`config.mk`:
```
export PLATFORM = sky130hd
export DESIGN_NAME = bto_core
export DESIGN_NICKNAME = d
export VERILOG_FILES = /design/src/bto_alu.v /design/src/bto_skip_ctl.v /design/src/bto_core.v
export VERILOG_INCLUDE_DIRS = /design/src
export SDC_FILE = /design/constraint.sdc
export NUM_CORES = 2
export LEC_CHECK = 0
export BUFFER_PORTS_ARGS = -buffer_cell sky130_fd_sc_hd__buf_2
export CAP_MARGIN = 0
export CELL_PAD_IN_SITES_DETAIL_PLACEMENT = 1
export CELL_PAD_IN_SITES_GLOBAL_PLACEMENT = 2
export CORE_ASPECT_RATIO = 1.4
export CORE_UTILIZATION = 43
export CTS_CLUSTER_DIAMETER = 50
export CTS_CLUSTER_SIZE = 25
export DETAILED_ROUTE_END_ITERATION = 10
export PLACE_DENSITY_LB_ADDON = 0.1
export SLEW_MARGIN = 20
export SYNTH_ARGS = -nofsm -noshare
export SYNTH_HDL_FRONTEND = slang
export SYNTH_SLANG_ARGS = --single-unit
```
`constraint.sdc`:
```
create_clock -name clk -period 4.3 [get_ports clk]
set_clock_uncertainty 0.1 [all_clocks]
set_input_delay 0.43 -clock clk [delete_from_list [all_inputs] [get_ports clk]]
set_output_delay 0.43 -clock clk [all_outputs]
set_load 0.05 [all_outputs]
```
`src/bto_consts.vh`:
```
// Constants shared by the bit-test, clear and compare execution unit.
`ifndef BTO_CONSTS_VH
`define BTO_CONSTS_VH

// ****************************************
// Operation codes on the issue port
// ****************************************
`define BTO_OP_W 3
`define BTO_OP_NOP 3'h0
`define BTO_OP_SKIP1 3'h1
`define BTO_OP_ZACC 3'h2
`define BTO_OP_ZFILE 3'h3
`define BTO_OP_INV 3'h4
`define BTO_OP_KICK 3'h5
`define BTO_OP_CMP 3'h6

// ****************************************
// Destination select values
// ****************************************
`define BTO_DEST_ACC 1'h0
`define BTO_DEST_FILE 1'h1

// ****************************************
// Register port map
// ****************************************
`define BTO_FILE_DEPTH 64
`define BTO_ADDR_FILE_MAX 8'h3f
`define BTO_ADDR_ACC 8'h40
`define BTO_ADDR_STATUS 8'h41
`define BTO_ADDR_CTRL 8'h42

// ****************************************
// Status and control field positions
// ****************************************
`define BTO_ST_CARRY 0
`define BTO_ST_ZERO 2
`define BTO_ST_PD 3
`define BTO_ST_TO 4
`define BTO_CTRL_DIV_WDT 0

// ****************************************
// Reset values
// ****************************************
`define BTO_RST_ACC 8'h00
`define BTO_RST_FILE 8'h00
`define BTO_RST_TO 1'h1
`define BTO_RST_PD 1'h1
`define BTO_RST_DIV_WDT 1'h1
`define BTO_ZERO_BYTE 8'h00

`endif

```
`src/bto_alu.v`:
```
// Combinational result, flag and skip evaluation for one issued operation.
`timescale 1ns/100ps
`default_nettype none
`include "bto_consts.vh"

module bto_alu (
    // Operation
    input wire [2:0] op,
    input wire dest,
    input wire [2:0] bit_sel,
    // Operands
    input wire [7:0] fval,
    input wire [7:0] acc,
    // Results
    output reg [7:0] result,
    output reg wr_acc,
    output reg wr_file,
    output reg upd_zero,
    output reg upd_carry,
    output reg res_zero,
    output reg borrow_free,
    output reg skip,
    output reg kick
);

    reg [8:0] diff;

    always @* begin
        diff = {1'b0, fval} - {1'b0, acc};
        result = `BTO_ZERO_BYTE;
        wr_acc = 1'b0;
        wr_file = 1'b0;
        upd_zero = 1'b0;
        upd_carry = 1'b0;
        res_zero = 1'b0;
        borrow_free = 1'b0;
        skip = 1'b0;
        kick = 1'b0;
        case (op)
            `BTO_OP_SKIP1: begin
                skip = fval[bit_sel];
            end
            `BTO_OP_ZACC: begin
                wr_acc = 1'b1;
                upd_zero = 1'b1;
                res_zero = 1'b1;
            end
            `BTO_OP_ZFILE: begin
                wr_file = 1'b1;
                upd_zero = 1'b1;
                res_zero = 1'b1;
            end
            `BTO_OP_INV: begin
                result = ~fval;
                upd_zero = 1'b1;
                res_zero = (~fval == `BTO_ZERO_BYTE);
                wr_acc = (dest == `BTO_DEST_ACC);
                wr_file = (dest == `BTO_DEST_FILE);
            end
            `BTO_OP_KICK: begin
                kick = 1'b1;
            end
            `BTO_OP_CMP: begin
                // Difference only feeds the flags; nothing is written back.
                upd_zero = 1'b1;
                upd_carry = 1'b1;
                res_zero = (diff[7:0] == `BTO_ZERO_BYTE);
                borrow_free = ~diff[8];
            end
            default: begin
                result = `BTO_ZERO_BYTE;
            end
        endcase
    end

endmodule
`default_nettype wire

```
`src/bto_skip_ctl.v`:
```
// Skip sequencer: squashes the instruction fetched after a taken skip.
`timescale 1ns/100ps
`default_nettype none
`include "bto_consts.vh"

module bto_skip_ctl (
    // Clock and reset
    input wire clk,
    input wire rst_n,
    // Issue
    input wire instr_valid,
    input wire skip_req,
    // Control
    output wire exec_en,
    output wire squash
);

    localparam [1:0] ST_RUN = 2'b01;
    localparam [1:0] ST_SQUASH = 2'b10;

    reg [1:0] state_ff;
    reg [1:0] nxt_state;

    // The fetched successor may arrive one or more cycles later; it is
    // discarded whenever it shows up, so the skip costs one slot.
    assign squash = state_ff[1] & instr_valid;
    assign exec_en = instr_valid & ~state_ff[1];

    always @* begin
        case (state_ff)
            ST_RUN: begin
                nxt_state = (exec_en & skip_req) ? ST_SQUASH : ST_RUN;
            end
            ST_SQUASH: begin
                nxt_state = instr_valid ? ST_RUN : ST_SQUASH;
            end
            default: begin
                nxt_state = ST_RUN;
            end
        endcase
    end

    always @(posedge clk or negedge rst_n) begin
        if (!rst_n) begin
            state_ff <= ST_RUN;
        end else begin
            state_ff <= nxt_state;
        end
    end

endmodule
`default_nettype wire

```
`src/bto_core.v`:
```
// Execution unit for bit-test skip, clears, invert, watchdog kick and compare.
//
// Summary of operation
// - Bit-test op skips the next instruction when the addressed file bit is one.
// - A taken skip discards the fetched successor whenever it arrives; the skip costs one slot.
// - Clear-working op loads zero into the working register and sets zero flag.
// - Clear-file op writes zero to the selected file register and sets zero flag.
// - Invert op complements the file register and sets zero flag from result.
// - Invert destination zero goes to working register, one back to file register.
// - Kick op clears watchdog counter, and the divider when assigned to watchdog.
// - Kick op sets both timeout and power-down status bits to one.
// - Compare computes file minus working register; updates zero and carry flags.
// - Compare discards its difference; working and file registers stay unchanged.
`timescale 1ns/100ps
`default_nettype none
`include "bto_consts.vh"

module bto_core (
    // Clock and reset
    input wire clk,
    input wire rst_n,
    // Instruction issue
    input wire instr_valid,
    input wire [2:0] instr_op,
    input wire [5:0] instr_addr,
    input wire [2:0] instr_bit,
    input wire instr_dest,
    // Instruction status
    output wire instr_squashed,
    output reg skip_taken_ff,
    // Watchdog side
    output reg wdt_clear_ff,
    output reg divider_clear_ff,
    // Register port
    input wire [7:0] reg_addr,
    input wire [7:0] reg_wdata,
    input wire reg_wr,
    input wire reg_rd,
    output reg [7:0] reg_rdata_ff,
    // Visible state
    output reg [7:0] working_register_ff,
    output reg zero_flag_ff,
    output reg carry_flag_ff,
    output reg timeout_status_bit_ff,
    output reg powerdown_status_bit_ff
);

    // ****************************************
    // State
    // ****************************************
    reg [7:0] file_mem [0:`BTO_FILE_DEPTH-1];
    reg div_to_wdt_ff;
    integer i;

    wire exec_en;
    wire [7:0] fval;
    wire [7:0] alu_result;
    wire alu_wr_acc;
    wire alu_wr_file;
    wire alu_upd_zero;
    wire alu_upd_carry;
    wire alu_res_zero;
    wire alu_borrow_free;
    wire alu_skip;
    wire alu_kick;

    // ****************************************
    // Register port decode
    // ****************************************
    function is_file_addr;
        input [7:0] a;
        begin
            is_file_addr = (a <= `BTO_ADDR_FILE_MAX);
        end
    endfunction

    wire sw_wr_file = reg_wr & is_file_addr(reg_addr);
    wire sw_wr_acc = reg_wr & (reg_addr == `BTO_ADDR_ACC);
    wire sw_wr_status = reg_wr & (reg_addr == `BTO_ADDR_STATUS);
    wire sw_wr_ctrl = reg_wr & (reg_addr == `BTO_ADDR_CTRL);

    // ****************************************
    // Datapath
    // ****************************************
    assign fval = file_mem[instr_addr];

    bto_alu bto_alu_i (
        .op(instr_op),
        .dest(instr_dest),
        .bit_sel(instr_bit),
        .fval(fval),
        .acc(working_register_ff),
        .result(alu_result),
        .wr_acc(alu_wr_acc),
        .wr_file(alu_wr_file),
        .upd_zero(alu_upd_zero),
        .upd_carry(alu_upd_carry),
        .res_zero(alu_res_zero),
        .borrow_free(alu_borrow_free),
        .skip(alu_skip),
        .kick(alu_kick)
    );

    bto_skip_ctl bto_skip_ctl_i (
        .clk(clk),
        .rst_n(rst_n),
        .instr_valid(instr_valid),
        .skip_req(alu_skip),
        .exec_en(exec_en),
        .squash(instr_squashed)
    );

    wire ex_wr_acc = exec_en & alu_wr_acc;
    wire ex_wr_file = exec_en & alu_wr_file;
    wire ex_upd_zero = exec_en & alu_upd_zero;
    wire ex_upd_carry = exec_en & alu_upd_carry;
    wire ex_kick = exec_en & alu_kick;

    // ****************************************
    // File registers
    // ****************************************
    // An executing write wins over a software write in the same cycle.
    always @(posedge clk or negedge rst_n) begin
        if (!rst_n) begin
            for (i = 0; i < `BTO_FILE_DEPTH; i = i + 1) begin
                file_mem[i] <= `BTO_RST_FILE;
            end
        end else begin
            if (sw_wr_file && !(ex_wr_file && reg_addr[5:0] == instr_addr)) begin
                file_mem[reg_addr[5:0]] <= reg_wdata;
            end
            if (ex_wr_file) begin
                file_mem[instr_addr] <= alu_result;
            end
        end
    end

    // ****************************************
    // Working register and flags
    // ****************************************
    always @(posedge clk or negedge rst_n) begin
        if (!rst_n) begin
            working_register_ff <= `BTO_RST_ACC;
            zero_flag_ff <= 1'b0;
            carry_flag_ff <= 1'b0;
            timeout_status_bit_ff <= `BTO_RST_TO;
            powerdown_status_bit_ff <= `BTO_RST_PD;
            div_to_wdt_ff <= `BTO_RST_DIV_WDT;
        end else begin
            if (ex_wr_acc) begin
                working_register_ff <= alu_result;
            end else if (sw_wr_acc) begin
                working_register_ff <= reg_wdata;
            end
            if (ex_upd_zero) begin
                zero_flag_ff <= alu_res_zero;
            end else if (sw_wr_status) begin
                zero_flag_ff <= reg_wdata[`BTO_ST_ZERO];
            end
            if (ex_upd_carry) begin
                carry_flag_ff <= alu_borrow_free;
            end else if (sw_wr_status) begin
                carry_flag_ff <= reg_wdata[`BTO_ST_CARRY];
            end
            // A kick sets both bits and wins over a software clear.
            if (ex_kick) begin
                timeout_status_bit_ff <= 1'b1;
                powerdown_status_bit_ff <= 1'b1;
            end else if (sw_wr_status) begin
                timeout_status_bit_ff <= reg_wdata[`BTO_ST_TO];
                powerdown_status_bit_ff <= reg_wdata[`BTO_ST_PD];
            end
            if (sw_wr_ctrl) begin
                div_to_wdt_ff <= reg_wdata[`BTO_CTRL_DIV_WDT];
            end
        end
    end

    // ****************************************
    // Watchdog pulses and skip report
    // ****************************************
    always @(posedge clk or negedge rst_n) begin
        if (!rst_n) begin
            wdt_clear_ff <= 1'b0;
            divider_clear_ff <= 1'b0;
            skip_taken_ff <= 1'b0;
        end else begin
            wdt_clear_ff <= ex_kick;
            divider_clear_ff <= ex_kick & div_to_wdt_ff;
            skip_taken_ff <= exec_en & alu_skip;
        end
    end

    // ****************************************
    // Register read
    // ****************************************
    reg [7:0] rd_mux;

    always @* begin
        rd_mux = `BTO_ZERO_BYTE;
        if (is_file_addr(reg_addr)) begin
            rd_mux = file_mem[reg_addr[5:0]];
        end else if (reg_addr == `BTO_ADDR_ACC) begin
            rd_mux = working_register_ff;
        end else if (reg_addr == `BTO_ADDR_STATUS) begin
            rd_mux[`BTO_ST_CARRY] = carry_flag_ff;
            rd_mux[`BTO_ST_ZERO] = zero_flag_ff;
            rd_mux[`BTO_ST_PD] = powerdown_status_bit_ff;
            rd_mux[`BTO_ST_TO] = timeout_status_bit_ff;
        end else if (reg_addr == `BTO_ADDR_CTRL) begin
            rd_mux[`BTO_CTRL_DIV_WDT] = div_to_wdt_ff;
        end
    end

    // Read data stand only in the cycle after the strobe.
    always @(posedge clk or negedge rst_n) begin
        if (!rst_n) begin
            reg_rdata_ff <= `BTO_ZERO_BYTE;
        end else begin
            reg_rdata_ff <= reg_rd ? rd_mux : `BTO_ZERO_BYTE;
        end
    end

endmodule
`default_nettype wire

```
==> reports/metrics.csv <==
metric,value,unit
static leakage,18.35,nW
RSZ-0062 raised after global routing,false,
Die ar.,81030,µm²
synthesis-to-finish area growth,17.43,%
Seq cells post-synth,538,
post-route clock period utilization,0.9530,
hold_ws,23.88,ps
Slew HR,0.2228,
Inst Count DP,4459,
Crit Path Class,reg -> reg,
H-Tree Level Count,3,
DRT Pass-1 Iters,7,
Worst R2R Setup Slack,200,ps
Worst Setup End Kind,flop,
global-route wire length before repair,231200,µm
hpwl dp,114000,µm
Final #Nets,3521,
most frequent cells in the layout,"mux2i_1, dfrtp_1, nor2_1",
initial DRC count,2917,
CP max stage cell,a2111oi_4,
clock-pin slew on the worst setup and hold paths,70,ps
max frequency,0.2440,GHz
Post-DRT Antenna Nets,0,
worst slew pin tran,1166,ps
number of global-route vias before repair,30876,
wl on met1,62460,µm
VDD IR-drop max,0.2852,mV
Tmin final,4098,ps
Hold WC Path Type,in -> reg,
Worst setup SP type,flop,
# setup viols final,0,
Synth Flop Type,dfrtp_1,
DR WL met2,74280,µm
Fin. Hold Viols,0,
dpl ws,-136.2,ps
critical path peak fanout,3,
Final Cell Area,40340,µm²
clock root buffer,clkbuf_16,
Global Route Usage Sum,0.3998,
CTS sink cnt,538,
mean area per synthesized cell,10.37,µm²
PwrDens,375.4,nW/µm²
RR Startpoint,file_mem[161],
Hold Path Origin,reg_rd,
CTS tree,done,
status,"finished, final reports clean",
Synth Instances,3311,
# DRC,0,
Reg area,13470,µm²
yosys warns,0,
Worst Path Buf+Inv,2,
GPL Wtd Cong,0.9840,
Initial Util,0.4344,
Post-Syn Nets,3358,
Util after Layout,0.5101,
Chip Height,336.4,µm
worst hold endpoint,reg_rdata_ff[5],
Top Metal Used,met5,
crit-path cells,"mux2i_1, o22ai_1, a31oi_1, o21ai_0, buf_4, a2111oi_4, inv_1, ha_1, nor2b_1, o21ai_0, nand2b_1, a21o_1, a21o_1, mux2i_1, a22oi_1, o311a_1, o22ai_1",
"commonest non-fill, non-tap cell in the layout",mux2i_1,
CP required,4720,ps
via/cell ratio,6.590,
Hold Crit Depth,2,
clock tree buffer depth,3,
r2r endpoint,zero_flag_ff,
io pins,58,
FILL cells,8552,
max_cap viols,0,
Placement Cell Area,37890,µm²
core area,79070,µm²
initial antenna violation count,6,
Final Slew Violations,0,
"non-filler cells, final",4581,
"EDFF count, synth",0,
TritonCTS Buffers,66,
Top delay family on crit path,compound AO/OA/AOI/OAI gates,
area occupied by multi-input gates,19540,µm²
Worst path max stage delay,460,ps
Die W,240.9,µm
Arrival @ worst endpoint,4520,ps
FP Rows,122,
share of cells above drive strength 1,0.2400,
Setup WS post-layout,202.1,ps
routed len/inst,34.90,µm
pin count of the biggest net entering global routing,99,
"Clk Latency, worst-skew pair",650,ps
unique cell type count in the Yosys netlist,74,
global route total overflow,0,
Routed WL,159900,µm
Vias,30187,
met3 routed WL,13200,µm
port bufs,57,
r2r worst-path depth,17,
"Seq/Total Area, Yosys",0.3921,
Post-Syn Area,34350,µm²
ys async rst share,1.000,
## Yosys cell counts, types with 4 or more instances
library cell,instances,share of area
a211oi_1,7,0.0015
a21o_1,6,0.0013
a21oi_1,354,0.052
a221o_1,12,0.0035
a221oi_1,26,0.0066
a22o_1,7,0.0018
a22oi_1,31,0.0068
a31oi_1,5,0.00091
a32oi_1,4,0.0010
and2_1,7,0.0013
and3_1,8,0.0015
buf_1,39,0.0043
buf_2,74,0.011
buf_4,17,0.0037
buf_6,5,0.0016
clkbuf_1,165,0.018
dfrtp_1,534,0.39
dfstp_2,4,0.0031
ha_1,12,0.0044
inv_1,18,0.0020
mux2_2,35,0.011
mux2i_1,589,0.17
mux4_2,229,0.15
nand2_1,301,0.033
nand2b_1,5,0.00091
nand3_1,17,0.0025
nand3b_1,12,0.0026
nand4_1,5,0.00091
nor2_1,390,0.043
nor2_2,41,0.0075
nor2b_1,16,0.0029
nor3_1,11,0.0016
nor3b_1,11,0.0024
o211ai_1,5,0.0011
o21ai_0,207,0.030
o21ai_1,10,0.0015
o22ai_1,23,0.0042
o2bb2ai_1,5,0.0013
xnor2_1,4,0.0010
xor2_1,6,0.0015
## repair_timing
item / CTS / global route
endpoints found under the setup margin: 0 / 0
gates resized for setup: 0 / 0
hold buffers: 1 / 0
setup buffers: 0 / 0
endpoints found under the hold margin: 85 / 0
## through the flow
| stage | total power [W] | TNS [ps] |
|---|---|---|
| floorplan | 0.007503 | 0 |
| global placement | 0.008728 | -124.4 |
| detailed placement | 0.008824 | -136.2 |
| CTS | 0.01516 | 0 |
| global route | 0.01558 | 0 |
| finish | 0.01514 | 0 |
## report_power, final
part | switching [W] | total, W | internal (W) | leakage (nW)
Clock | 0.00258 | 0.00634 | 0.00376 | 1.17
Combinational | 0.00154 | 0.00272 | 0.00118 | 9.87
Sequential | 0.000550 | 0.00608 | 0.00553 | 7.30
Total | 0.00468 | 0.0151 | 0.0105 | 18.3
## logic make-up after synthesis
logic type	after synthesis	synth area share
AOI/OAI and AO/OA	727	0.1204
xor gates and xnor gates	10	0.002550
adders and majority gates	13	0.004954
buffers and inverters	320	0.04061
DFF	538	0.3921
muxes	854	0.3337
and+or+nand+nor	849	0.1057
## routing by layer
layer,GRT usage,vias to the layer above
met5,0,-
met4,0.2157,10
met3,0.08572,424
met2,0.6322,1483
met1,0.5113,15813
li1,-,12457
## worst max-delay path by stage
stage,start,endpoint,depth (start not counted),slack [ps]
floorplan,instr_addr[2],zero_flag_ff,18,310
global placement,instr_addr[0],zero_flag_ff,15,-120
detailed placement,instr_addr[0],zero_flag_ff,15,-140
CTS,file_mem[472],zero_flag_ff,16,280
global route,file_mem[472],zero_flag_ff,16,30
finish,file_mem[161],zero_flag_ff,17,200
## registers in the layout, summed over array words and instances (netlist names)
register                 cells
zero_flag_ff                 1
carry_flag_ff                1
wdt_clear_ff                 1
working_register_ff          8
skip_taken_ff                1
file_mem                   512
bto_skip_ctl_i.state_ff      2
powerdown_status_bit_ff      1
div_to_wdt_ff                1
reg_rdata_ff                 8
timeout_status_bit_ff        1
divider_clear_ff             1
## cell type report
cell class / count / share of cell area
Timing Repair Buffer: 395 / 0.08688
Clock buffer: 79 / 0.04600
Multi-Input combinational cell: 2453 / 0.4844
Sequential cell: 538 / 0.3339
Tap cell: 1054 / 0.03269
Inverter: 20 / 0.001861
Antenna cell: 2 / 0.0001241
Clock inverter: 40 / 0.01421
(Power assumes the default switching activity.)
